==> src/design/asc_defines.svh <==
// constants for the serial control byte decoder of the converter
`ifndef ASC_DEFINES_SVH
`define ASC_DEFINES_SVH

// ************************************************************
// control byte field positions
// ************************************************************
`define ASC_CMD_START_BIT 7
`define ASC_CMD_SEL_HI 6
`define ASC_CMD_SEL_MID 5
`define ASC_CMD_SEL_LO 4
`define ASC_CMD_POL 3
`define ASC_CMD_CFG 2
`define ASC_CMD_MODE_HI 1
`define ASC_CMD_MODE_LO 0

// ************************************************************
// reset values and bit counts
// ************************************************************
`define ASC_CMD_RESET 8'h00
`define ASC_RES_RESET 12'h000
`define ASC_CMD_BITS 4'h8
`define ASC_RESULT_BITS 4'hc

// ************************************************************
// internal conversion timing
// ************************************************************
`define ASC_INT_CONV_NS 10000
`define ASC_MCLK_NS 50
`define ASC_INT_CONV_CYC ((`ASC_INT_CONV_NS) / (`ASC_MCLK_NS))

`endif

==> src/design/asc_pkg.sv <==
// types shared by the serial control byte decoder
package asc_pkg;

    // sequencer states, gray coded along wait-cmd-strobe-data
    typedef enum logic [2:0] {
        ST_WAIT  = 3'h0,
        ST_CMD   = 3'h1,
        ST_STRB  = 3'h3,
        ST_DATA  = 3'h2,
        ST_ICONV = 3'h6,
        ST_IRDY  = 3'h7
    } asc_state_type;

    // clock and power-down modes from the two mode bits
    typedef enum logic [1:0] {
        MODE_FULL_PD = 2'h0,
        MODE_FAST_PD = 2'h1,
        MODE_INT_CLK = 2'h2,
        MODE_EXT_CLK = 2'h3
    } asc_mode_type;

endpackage

==> src/design/asc_sync2.sv <==
// two flip-flop synchroniser for one pin input
`timescale 1ns/1ps

module asc_sync2 (
    input wire logic mclk,
    input wire logic rstn,
    input wire logic rst_val,
    input wire logic d,
    output logic q
);
    logic meta_q;
    logic meta_d;
    logic q_d;

    // first stage feeds only the second
    always_comb begin
        meta_d = d;
        q_d = meta_q;
    end

    // both stages load the idle level under reset
    always_ff @(posedge mclk) begin
        if (!rstn) begin
            meta_q <= rst_val;
            q <= rst_val;
        end else begin
            meta_q <= meta_d;
            q <= q_d;
        end
    end
endmodule

==> src/design/asc_ctrl_top.sv <==
// serial control byte front end and result shifter of the converter
`timescale 1ns/1ps
`include "asc_defines.svh"

module asc_ctrl_top (
    input wire logic mclk,
    input wire logic rstn,
    input wire logic cs_n,
    input wire logic sclk,
    input wire logic din,
    input wire logic [11:0] adc_code,
    output logic dout,
    output logic dout_oe,
    output logic conversion_strobe,
    output logic strobe_oe,
    output logic [2:0] pos_chan,
    output logic [2:0] neg_chan,
    output logic neg_is_gnd,
    output logic polarity_sel,
    output logic input_config_sel,
    output asc_pkg::asc_mode_type conv_mode,
    output logic conv_start,
    output logic powered_down
);
    import asc_pkg::*;

    // ************************************************************
    // pin synchronisers and serial clock edges
    // ************************************************************
    logic cs_s;
    logic sclk_s;
    logic din_s;
    logic sclk_p_q;
    logic sck_rise;
    logic sck_fall;

    asc_sync2 u_sync_cs (.mclk(mclk), .rstn(rstn), .rst_val(1'b0), .d(~cs_n), .q(cs_s));
    asc_sync2 u_sync_sclk (.mclk(mclk), .rstn(rstn), .rst_val(1'b0), .d(sclk), .q(sclk_s));
    asc_sync2 u_sync_din (.mclk(mclk), .rstn(rstn), .rst_val(1'b0), .d(din), .q(din_s));

    // cs_s is the selected level (active high after inversion)
    assign sck_rise = sclk_s & ~sclk_p_q;
    assign sck_fall = ~sclk_s & sclk_p_q;

    // ************************************************************
    // sequencer state
    // ************************************************************
    asc_state_type state_q, state_d;
    logic [7:0] cmd_q, cmd_d;
    logic [7:0] conversion_command_byte_q, conversion_command_byte_d;
    logic [3:0] cnt_q, cnt_d;
    logic full_q, full_d;
    logic [11:0] res_q, res_d;
    logic [7:0] icnt_q, icnt_d;
    logic dout_d, dout_oe_d, strobe_d, strobe_oe_d;
    logic [2:0] pos_d, neg_d;
    logic gnd_d, uni_d, sgl_d, start_d, pd_d;
    asc_mode_type mode_d;

    // fields of the byte sitting in the shift register
    logic chan_sel_hi, chan_sel_mid, chan_sel_lo;
    logic polarity_bit, input_config_bit, mode_bit_hi, mode_bit_lo;

    assign chan_sel_hi = cmd_q[`ASC_CMD_SEL_HI];
    assign chan_sel_mid = cmd_q[`ASC_CMD_SEL_MID];
    assign chan_sel_lo = cmd_q[`ASC_CMD_SEL_LO];
    assign polarity_bit = cmd_q[`ASC_CMD_POL];
    assign input_config_bit = cmd_q[`ASC_CMD_CFG];
    assign mode_bit_hi = cmd_q[`ASC_CMD_MODE_HI];
    assign mode_bit_lo = cmd_q[`ASC_CMD_MODE_LO];

    // next state of the whole serial sequencer
    always_comb begin
        state_d = state_q;
        cmd_d = cmd_q;
        conversion_command_byte_d = conversion_command_byte_q;
        cnt_d = cnt_q;
        full_d = full_q;
        res_d = res_q;
        icnt_d = icnt_q;
        dout_d = dout;
        strobe_d = conversion_strobe;
        pos_d = pos_chan;
        neg_d = neg_chan;
        gnd_d = neg_is_gnd;
        uni_d = polarity_sel;
        sgl_d = input_config_sel;
        mode_d = conv_mode;
        start_d = 1'b0;
        pd_d = powered_down;
        // data out floats while deselected
        dout_oe_d = cs_s;
        // strobe keeps driving in internal clock mode
        strobe_oe_d = cs_s | (conv_mode == MODE_INT_CLK);
        unique case (state_q)
            ST_WAIT: begin
                // an idle fall retires a strobe left high by a finished readout
                if (cs_s && sck_fall) begin
                    strobe_d = 1'b0;
                end
                // zeros are skipped, first one opens the byte
                if (cs_s && sck_rise && din_s) begin
                    cmd_d = {7'h00, 1'b1};
                    cnt_d = 4'h1;
                    full_d = 1'b0;
                    pd_d = 1'b0;
                    state_d = ST_CMD;
                end
            end
            ST_CMD: begin
                if (!cs_s) begin
                    // partial byte dropped, nothing starts
                    full_d = 1'b0;
                    cnt_d = 4'h0;
                    state_d = ST_WAIT;
                end else if (sck_rise && !full_q) begin
                    // one bit per rising edge
                    cmd_d = {cmd_q[6:0], din_s};
                    cnt_d = cnt_q + 4'h1;
                    full_d = (cnt_q == (`ASC_CMD_BITS - 4'h1));
                end else if (sck_fall && full_q) begin
                    // decode on the fall after the eighth bit
                    conversion_command_byte_d = cmd_q;
                    // positive input is mid, lo, hi in both configurations
                    pos_d = {chan_sel_mid, chan_sel_lo, chan_sel_hi};
                    // negative is ground or the other pair member
                    neg_d = {chan_sel_mid, chan_sel_lo, ~chan_sel_hi};
                    gnd_d = input_config_bit;
                    uni_d = polarity_bit;
                    sgl_d = input_config_bit;
                    mode_d = asc_mode_type'({mode_bit_hi, mode_bit_lo});
                    // unipolar as is, bipolar msb flipped to two's complement
                    res_d = polarity_bit ? adc_code : {~adc_code[11], adc_code[10:0]};
                    full_d = 1'b0;
                    cnt_d = 4'h0;
                    // leading zero ahead of the result
                    dout_d = 1'b0;
                    start_d = 1'b1;
                    // mode bits choose the conversion path
                    unique case ({mode_bit_hi, mode_bit_lo})
                        MODE_EXT_CLK: begin
                            // strobe rises on this falling edge
                            strobe_d = 1'b1;
                            state_d = ST_STRB;
                        end
                        MODE_INT_CLK: begin
                            strobe_d = 1'b0;
                            icnt_d = 8'(`ASC_INT_CONV_CYC);
                            state_d = ST_ICONV;
                        end
                        MODE_FULL_PD, MODE_FAST_PD: begin
                            pd_d = 1'b1;
                            state_d = ST_WAIT;
                        end
                    endcase
                end
            end
            ST_STRB: begin
                if (!cs_s) begin
                    strobe_d = 1'b0;
                    state_d = ST_WAIT;
                end else if (sck_fall) begin
                    // one serial period later strobe drops and msb appears
                    strobe_d = 1'b0;
                    dout_d = res_q[11];
                    res_d = {res_q[10:0], 1'b0};
                    cnt_d = 4'h1;
                    state_d = ST_DATA;
                end
            end
            ST_DATA: begin
                if (!cs_s) begin
                    cnt_d = 4'h0;
                    state_d = ST_WAIT;
                end else if (sck_fall) begin
                    // each falling edge paces one result bit, then zeros
                    if (cnt_q < `ASC_RESULT_BITS) begin
                        dout_d = res_q[11];
                        res_d = {res_q[10:0], 1'b0};
                        cnt_d = cnt_q + 4'h1;
                    end else begin
                        dout_d = 1'b0;
                        cnt_d = 4'h0;
                        state_d = ST_WAIT;
                    end
                end
            end
            ST_ICONV: begin
                // internal clock conversion runs on without select
                if (icnt_q <= 8'h1) begin
                    icnt_d = 8'h0;
                    strobe_d = 1'b1;
                    state_d = ST_IRDY;
                end else begin
                    icnt_d = icnt_q - 8'h1;
                end
            end
            ST_IRDY: begin
                // result waits for the host's next falling edge
                if (cs_s && sck_fall) begin
                    dout_d = res_q[11];
                    res_d = {res_q[10:0], 1'b0};
                    cnt_d = 4'h1;
                    state_d = ST_DATA;
                end
            end
            default: begin
                state_d = ST_WAIT;
            end
        endcase
    end

    // registers of the sequencer and every output
    always_ff @(posedge mclk) begin
        if (!rstn) begin
            sclk_p_q <= 1'b0;
            state_q <= ST_WAIT;
            cmd_q <= `ASC_CMD_RESET;
            conversion_command_byte_q <= `ASC_CMD_RESET;
            cnt_q <= 4'h0;
            full_q <= 1'b0;
            res_q <= `ASC_RES_RESET;
            icnt_q <= 8'h0;
            dout <= 1'b0;
            dout_oe <= 1'b0;
            conversion_strobe <= 1'b0;
            strobe_oe <= 1'b0;
            pos_chan <= 3'h0;
            neg_chan <= 3'h1;
            neg_is_gnd <= 1'b0;
            polarity_sel <= 1'b0;
            input_config_sel <= 1'b0;
            conv_mode <= MODE_FULL_PD;
            conv_start <= 1'b0;
            powered_down <= 1'b0;
        end else begin
            sclk_p_q <= sclk_s;
            state_q <= state_d;
            cmd_q <= cmd_d;
            conversion_command_byte_q <= conversion_command_byte_d;
            cnt_q <= cnt_d;
            full_q <= full_d;
            res_q <= res_d;
            icnt_q <= icnt_d;
            dout <= dout_d;
            dout_oe <= dout_oe_d;
            conversion_strobe <= strobe_d;
            strobe_oe <= strobe_oe_d;
            // decoded fields only move at decode time
            pos_chan <= pos_d;
            neg_chan <= neg_d;
            neg_is_gnd <= gnd_d;
            polarity_sel <= uni_d;
            input_config_sel <= sgl_d;
            conv_mode <= mode_d;
            conv_start <= start_d;
            powered_down <= pd_d;
        end
    end
endmodule

==> config.mk <==
export PLATFORM = sky130hd
export DESIGN_NAME = asc_ctrl_top
export DESIGN_NICKNAME = d
export VERILOG_FILES = /design/src/design/asc_pkg.sv /design/src/design/asc_sync2.sv /design/src/design/asc_ctrl_top.sv
export VERILOG_INCLUDE_DIRS = /design/src /design/src/design
export SDC_FILE = /design/constraint.sdc
export NUM_CORES = 1
export LEC_CHECK = 0
export BUFFER_PORTS_ARGS = -buffer_cell sky130_fd_sc_hd__buf_2
export CAP_MARGIN = 20
export CORE_MARGIN = 2
export CORE_UTILIZATION = 50
export DETAILED_ROUTE_END_ITERATION = 8
export GPL_ROUTABILITY_DRIVEN = 0
export HOLD_SLACK_MARGIN = 0.03
export PLACE_DENSITY = 0.7
export SYNTH_ARGS = -nofsm -noshare
export SYNTH_HDL_FRONTEND = slang
export SYNTH_HIERARCHICAL = 1
export SYNTH_SLANG_ARGS = --single-unit
==> constraint.sdc <==
create_clock -name mclk -period 4.9 [get_ports mclk]
set_input_delay 0.98 -clock mclk [delete_from_list [all_inputs] [get_ports mclk]]
set_output_delay 0.98 -clock mclk [all_outputs]
set_load 0.1 [all_outputs]
# Word-level counts from Yosys, hierarchy flattened
# Index checks and enable logic that the tools add are counted.
# Widths: inputs -> output; s select.
totals:
  elab_cells: 171
  out_inout_bits: 17
  reg_bits: 58
  inputBits: 17
op_classes:
  n_addsub: 2
  magnitude_cmp: 2
  reduce_logical: 25
  n_eq_ne: 32
  mux: 74
  n_bitwise: 12
op_table:
  columns: ["op", "n"]
  rows:
  - ["$mux 12", 10]
  - ["$pmux 12 s4", 1]
  - ["$mux 4", 10]
  - ["$mux 8", 5]
  - ["$mux 3", 11]
  - ["$mux 1", 24]
  - ["$ne 2x2->1 const B", 12]
  - ["$mux 7", 3]
  - ["$pmux 4 s5", 1]
  - ["$ne 3x3->1 const B", 6]
  - ["$pmux 3 s6", 1]
  - ["$pmux 8 s2", 1]
  - ["$reduce_and 8->1", 2]
  - ["$pmux 7 s2", 1]
  - ["$reduce_and 10->1", 1]
  - ["$not 1->1", 9]
  - ["$pmux 3 s3", 1]
  - ["$reduce_and 9->1", 1]
  - ["$le 8x1->1 const B", 1]
  - ["$pmux 1 s4", 2]
  - ["$reduce_and 4->1", 2]
  - ["$reduce_bool 4->1", 2]
  - ["$sub 8x1->8 const B", 1]
  - ["$reduce_and 7->1", 1]
  - ["other kinds (24)", 38]

# Logic depth before layout (Yosys ltp)
# Gate-level depths: netlist of run 1.
logic_depth:
  ltp_word: 7
  mapped_depth: 8

# Modules after synthesis
# Netlist of run 1, hierarchy kept.
modules_own_cells:
  columns: ["module", "seq_area_each_um2", "area_each_um2", "cells_each", "instances"]
  rows:
  - ["asc_ctrl_top", 1001.0, 2531.2, 300, 1]
  - ["asc_sync2", 40.0, 62.6, 4, 3]

# Worst setup path after synthesis of run 1
# Ideal clock, no wire load.
synth_path:
  path_kind: "register to output"
  from: "register input_config_sel (netlist name)"
  to: "output port neg_is_gnd"
  arrival_time_ps: 1373
  t_required_ps: 3920
  slack_ps: 2547
  path_stages_with_launch: 2
  n_path_buf: 1
  path_cell_list: "dfxtp_1 -> buf_4"
synth_lines:
  columns: ["element", "line", "text"]
  rows:
  - ["to (decl)", "asc_ctrl_top.sv:18", "output logic neg_is_gnd,"]

# Worst setup path after layout of run 1
layout_path:
  from: "register state_q[0]"
  to: "register icnt_q[4]"
layout_via:
  elab_chain_len: 3
  word_cells_on_any_way: 9
layout_rtl:
  columns: ["element", "line", "text"]
  rows:
  - ["from (decl)", "asc_ctrl_top.sv:48", "asc_state_type state_q, state_d;"]
  - ["from (signal assigned)", "asc_ctrl_top.sv:238", "state_q <= state_d;"]
  - ["$eq 3x1->1 / $eq 3x3->1 (equally long branches)", "asc_ctrl_top.sv:95", "unique case (state_q)"]
  - ["$ne 2x2->1 (no source line) (tied with other cells)", null, null]
  - ["$reduce_and 5->1 (no source line)", null, null]
  - ["to (signal assigned)", "asc_ctrl_top.sv:244", "icnt_q <= icnt_d;"]
  - ["to (decl)", "asc_ctrl_top.sv:54", "logic [7:0] icnt_q, icnt_d;"]
# Parallel ways exist; a longest one is shown, timed or not.
# A chain may end at the register's enable or synchronous reset.

==> results.py, run 1 <==
metrics = {
    "detailed_routing": {
        "drtIter0Drc": 243,
        "via_per_inst": 5.47,
        "firstDrtPassIters": 4,
        "drcViolationCount": 0,
        "ant_nets": 0,
        "routed-via-count": 2250,
        "routedWlPerCell_um": 12.7,
        "detail_route.wirelength_mm": 5.23,
    },
    "final_layout": {
        "multi_input_area_mm2": 0.00147,
        "stdcell_area_mm2": 0.00302,
        "insertedDiodeCount": 0,
        "drive_gt1_frac": 0.182,
        "area_delta_synth_final_pct": 10.9,
        "num-fill-cells": 443,
        "final_net_count": 360,
        "postLayoutCoreUtil": 0.583,
        "register_area_mm2": 0.00112,
    },
    "global_route": {
        "use_met3": 0.0407,
        "grt_busiest_layer": "met2",
        "grt_start_max_net_pins": 33,
        "grt_pass1_wl_mm": 9.13,
        "grt_util_all_layers": 0.182,
        "grt_pass1_vias": 2087,
        "grt_overflow": 0,
        "use_met1": 0.241,
        "met2_usage": 0.301,
        "antenna_found_initial": 0,
    },
    "power": {
        "power_w": 0.00103,
        "irDropWorstVdd_v": 0.000217,
        "seqPwrFrac": 0.503,
        "pwr-share-clk": 0.311,
        "switching_power_w": 0.000300,
        "internal-power_w": 0.000735,
        "p_leak_nw": 1.22,
        "p_comb_frac": 0.185,
        "power_density_mw_per_mm2": 343,
        "swShare": 0.290,
    },
    "run_status": {
        "status": "finished clean",
    },
    "min_path": {
        "hold-path-cell-count": 1,
        "hold_path_class": "reg -> reg",
        "hp-start": "u_sync_cs/meta_q$_DFF_P_",
        "hold_end": "u_sync_cs/q$_DFF_P_",
    },
    "setup_path": {
        "worst_setup_path_end_kind": "flip-flop",
        "crit_start": "state_q[0]$_SDFFE_PN0P_",
        "path_class": "reg -> reg",
        "timing.rr.end": "icnt_q[4]$_SDFFE_PN0P_",
        "path_max_fanout": 21,
        "start_kind": "flip-flop",
        "r2r.worst_path.cells": 5,
        "r2r_start": "state_q[0]$_SDFFE_PN0P_",
        "reg2reg_slack_ns": 2.11,
        "required_ns": 5.09,
        "arrival_ns": 2.98,
    },
    "clocking": {
        "cts_tree": "done",
        "ctsRootBufferMaster": "clkbuf_8",
        "post_cts_buffers": 0,
        "cts.clk_slew.worst_paths_ns": 0.10,
        "cts_buffers": 5,
        "h-tree-depth": 2,
        "cts_resized": 0,
        "clkLatencyLatePin_ns": 0.30,
        "clock-sinks": 56,
        "cts_buffer_depth": 2,
        "postCtsHoldBufs": 0,
    },
    "logic_synthesis": {
        "yosys_warnings": 6,
        "avgSynthCellArea_um2": 8.71,
        "yosys.area.top_type": "dfxtp_1",
        "yosysTopAreaCellShare": 0.412,
        "synth-async-reset-ratio": 0,
        "yosysSeqAreaShare": 0.412,
        "synth_ff_type": "dfxtp_1",
        "synth-edff-count": 0,
        "yosys_register_bits": 56,
        "synth.area.top_cells": "dfxtp_1, mux2i_1, a21oi_1",
        "syn_inst": 312,
        "ys_types": 53,
        "syn_area_mm2": 0.00272,
    },
    "timing": {
        "rsz0062_at_grt": "false",
        "min_period_ns": 2.79,
        "period_share": 0.570,
        "fmax_mhz": 358,
        "slew_viol_final": 0,
        "hold_viol": 0,
        "skew_ns": 0.00900,
        "relSlewSlack": 0.464,
        "tns_ns": 0,
        "finalSetupViolations": 0,
        "worstMarginPinSlew_ns": 0.805,
    },
    "place": {
        "port_buffers": 33,
        "dp_hpwl_mm": 3.58,
        "dpl_cell_area_mm2": 0.00289,
    },
    "floorplan": {
        "ios": 34,
        "initial_core_util": 0.526,
        "die-width_um": 77.7,
        "fp-row-count": 26,
        "core_area_mm2": 0.00517,
        "die_height_um": 77.7,
        "die_area_mm2": 0.00604,
    },
    "job": {
        "drv_cap": 0,
    },
}
[area by class of cell]
| cell class | count | area share |
|---|---|---|
| Clock buffer | 7 | 0.0320 |
| Multi-Input combinational cell | 234 | 0.486 |
| Tap cell | 70 | 0.0290 |
| Sequential cell | 56 | 0.372 |
| Clock inverter | 1 | 0.00996 |
| Inverter | 7 | 0.00871 |
| Timing Repair Buffer | 36 | 0.0622 |
[layer usage]
layer  vias to the layer above  routed length [µm]
met1                      1027                2590
met4                         0                  26
li1                       1164                   -
met3                         4                 255
met2                        55                2360
met5                         -                   0
[worst max-delay path: stages, from the launching register on]
cell and delay, ns:
dfxtp_1 0.71, nor3b_1 0.69, and3_1 0.63, a21oi_1 0.33, o21ai_0 0.23, a21oi_1 0.09
[cell usage in the layout, fill, tap and decap left out, types with 2 or more instances in the layout]
cell	instances
buf_4	3
o21ai_0	10
o211ai_1	2
nor2b_1	4
nor3b_1	2
nor2_1	38
o41ai_1	2
a32oi_1	3
or4_1	2
mux2_2	7
nand4b_1	2
nand4_1	3
a21boi_0	2
nor3_1	7
ha_1	3
mux2i_1	20
dfxtp_1	56
conb_1	6
nand3b_1	3
buf_2	33
or3_1	2
inv_1	6
and2_1	4
a21o_1	2
clkbuf_8	7
nand2b_1	11
a211oi_1	14
or2_2	2
nand3_1	11
nand2_1	16
a21oi_1	36
or3b_2	2
[power by group through the flow]
stage          logic (W)  clock network, W  registers [W]
6_report        0.000192          0.000322       0.000521
5_1_grt         0.000213          0.000349       0.000525
4_1_cts         0.000192          0.000334       0.000520
3_5_place_dp    0.000191                 0       0.000530
3_3_place_gp    0.000189                 0       0.000529
2_1_floorplan   0.000178                 0       0.000514
[how the worst max path moves through the flow]
stage / to / slack (ns) / cells after the start
2_1_floorplan: neg_is_gnd / 2.55 / 1
3_3_place_gp: icnt_q[7]$_SDFFE_PN0P_ / 2.26 / 5
3_5_place_dp: icnt_q[4]$_SDFFE_PN0P_ / 2.08 / 5
5_1_grt: icnt_q[4]$_SDFFE_PN0P_ / 1.78 / 5
6_report: icnt_q[4]$_SDFFE_PN0P_ / 2.11 / 5
4_1_cts: icnt_q[4]$_SDFFE_PN0P_ / 2.09 / 5
[Yosys cell counts (all sizes together) (3+ instances only)]
library cell   n
nor2b          4
ha             3
a211oi        14
nand2b        11
mux2           7
nor2          38
a21oi         36
nand4          3
nor3           7
buf            7
or3b           3
inv            6
nand3b         3
dfxtp         56
clkbuf        13
o21ai         11
nand3         11
mux2i         20
nand2         16
and2           5
a32oi          3
[stage by stage]
| step | instances | hold slack, ns | worst slack, ns |
|---|---|---|---|
| detailed placement | 403 | 0.440 | 2.08 |
| global placement | 403 | 0.438 | 2.26 |
| floorplan | 317 | 0.433 | 2.55 |
| global route | 411 | 0.471 | 1.78 |
| finish | 411 | 0.463 | 2.11 |
| CTS | 411 | 0.469 | 2.09 |
[logic make-up (layout without fill, tap and decap cells)]
kind of cell,after synthesis,in the layout,share of synthesized area
compound gates,80,80,0.185
xor+xnor,1,1,0.00322
fa+ha+maj,3,3,0.0138
buf+inv,27,51,0.0552
flops,56,56,0.412
mux,27,27,0.103
other cells,1,6,0.00138
simple gates,117,117,0.226
[registers in the layout, indices dropped and copies added (netlist names), 2 cells and up]
| name | count |
|---|---|
| res_q | 12 |
| icnt_q | 8 |
| cmd_q | 7 |
| cnt_q | 4 |
| pos_chan | 3 |
| state_q | 3 |
| conv_mode | 2 |
(Power assumes the default switching activity.)
==> inputs of run 2 (changes only) <==
Settings changed: PLACE_DENSITY 0.7 to 0.73.
Clock period 4.9 ns to 2.3 ns, I/O delays scaled along.
==> run 2 against run 1 <==
Net effect:
- sequential cell count is the same
- critical path type unchanged
- first-iteration DRC count down 47%
- largest power group unchanged
- global-route usage increased by 0.15 points
- sequential power up 100%
- critical endpoint is now state_q[1]$_SDFFE_PN0P_
- core utilization increased by 0.80 points
- register-to-register slack got worse by 1.9 ns
==> results.py, run 2 (same netlist as run 1, synthesis figures left out) <==
metrics = {
    "clocking": {
        "cts.clk_slew.worst_paths_ns": 0.09,
        "postCtsHoldBufs": 0,
        "clkLatencyLatePin_ns": 0.30,
        "cts_tree": "done",
        "clock-sinks": 56,
        "h-tree-depth": 2,
        "cts_resized": 0,
        "cts_buffers": 5,
        "post_cts_buffers": 0,
        "cts_buffer_depth": 2,
        "ctsRootBufferMaster": "clkbuf_8",
    },
    "final_layout": {
        "drive_gt1_frac": 0.205,
        "num-fill-cells": 490,
        "multi_input_area_mm2": 0.00147,
        "area_delta_synth_final_pct": 12.4,
        "insertedDiodeCount": 0,
        "stdcell_area_mm2": 0.00306,
        "layout_common_cells": "dfxtp_1, nor2_1, a21oi_1",
        "largest_register_ffs": 12,
        "regMostFlops": "res_q",
        "final_net_count": 372,
        "final_common_cell": "dfxtp_1",
        "top_regs": "res_q (12), icnt_q (8), cmd_q (7)",
        "register_area_mm2": 0.00112,
    },
    "place": {
        "port_buffers": 33,
        "dp_hpwl_mm": 3.87,
        "dpl_cell_area_mm2": 0.00298,
    },
    "min_path": {
        "hold_path_class": "in -> reg",
        "hold-path-cell-count": 2,
    },
    "floorplan": {
        "fp-row-count": 26,
        "die_height_um": 77.7,
        "core_area_mm2": 0.00517,
        "die-width_um": 77.7,
        "initial_core_util": 0.526,
        "die_area_mm2": 0.00604,
        "ios": 34,
    },
    "setup_path": {
        "arrival_ns": 2.26,
        "r2r.worst_path.cells": 4,
        "path_max_fanout": 12,
        "path_class": "reg -> reg",
        "required_ns": 2.50,
        "start_kind": "flip-flop",
        "worst_setup_path_end_kind": "flip-flop",
    },
    "global_route": {
        "grt_util_all_layers": 0.183,
        "grt_pass1_vias": 2001,
        "antenna_found_initial": 0,
        "grt_start_max_net_pins": 30,
        "grt_overflow": 0,
        "grt_pass1_wl_mm": 9.03,
    },
    "detailed_routing": {
        "routed-via-count": 2258,
        "firstDrtPassIters": 4,
        "ant_nets": 0,
        "detail_route.wirelength_mm": 5.37,
        "via_per_inst": 5.35,
        "drtIter0Drc": 129,
        "routedWlPerCell_um": 12.7,
        "drcViolationCount": 0,
    },
    "timing": {
        "worstMarginPinSlew_ns": 0.603,
        "period_share": 0.895,
        "hold_viol": 0,
        "worst_hold_slack_ns": 0.383,
        "skew_ns": 0.00379,
        "relSlewSlack": 0.598,
        "slew_viol_final": 0,
        "tns_ns": 0,
        "min_period_ns": 2.06,
        "finalSetupViolations": 0,
        "rsz0062_at_grt": "false",
        "fmax_mhz": 486,
    },
    "power": {
        "p_leak_nw": 1.26,
        "power_w": 0.00208,
        "power_density_mw_per_mm2": 681,
        "irDropWorstVdd_v": 0.000464,
    },
    "job": {
        "drv_cap": 0,
    },
    "run_status": {
        "status": "finished clean",
    },
}
==> run 2: changes by cell type in the layout (fill, tap and decap cells not counted) <==
| cell | before | now |
|---|---|---|
| clkbuf_8 | 7 | 5 |
| clkbuf_1 | 0 | 1 |
| bufinv_16 | 1 | 0 |
| clkinv_2 | 0 | 1 |
| buf_4 | 3 | 15 |
==> run 2: final timing paths <==
path                         startpoint                         to  slack [ns]
max             state_q[1]$_SDFFE_PN0P_    state_q[1]$_SDFFE_PN0P_        0.24
min                                 din  u_sync_din/meta_q$_DFF_P_        0.38
min reg2reg  u_sync_sclk/meta_q$_DFF_P_      u_sync_sclk/q$_DFF_P_        0.46
max reg2reg     state_q[1]$_SDFFE_PN0P_    state_q[1]$_SDFFE_PN0P_        0.24
==> run 2: where the power goes <==
part / leakage (nW) / switching (W) / total, W / internal, W
Clock: 0.0410 / 0.000294 / 0.000502 / 0.000208
Combinational: 0.760 / 0.000313 / 0.000532 / 0.000219
Sequential: 0.455 / 0.0000377 / 0.00105 / 0.00101
==> run 2: critical path: stages, from the launching register on <==
cell      delay, ns
dfxtp_1        0.52
and4bb_2       0.30
a32oi_1        0.48
nand4_1        0.29
o41ai_1        0.38
==> run 2: metal layers <==
metal	part of all wire	wire [µm]	global-route usage	vias to the layer above
met5	0	0	0	-
met1	0.49	2640	0.256	1009
li1	-	-	-	1190
met2	0.45	2400	0.289	51
met4	0.010	56	0.0482	0
met3	0.052	279	0.0360	8
==> run 2: cell type report <==
| class | count | share of cell area |
|---|---|---|
| Inverter | 7 | 0.00860 |
| Timing Repair Buffer | 48 | 0.0909 |
| Clock inverter | 1 | 0.00164 |
| Clock buffer | 6 | 0.0237 |
| Tap cell | 70 | 0.0287 |
| Sequential cell | 56 | 0.367 |
| Multi-Input combinational cell | 234 | 0.480 |
==> run 2: per-stage QoR <==
stage,instances,worst slack [ns],util
5_1_grt,422,0.0268,0.591
3_5_place_dp,415,0.289,0.576
4_1_cts,422,0.265,0.591
6_report,422,0.241,0.591
3_3_place_gp,415,0.328,0.576
2_1_floorplan,317,0.285,-
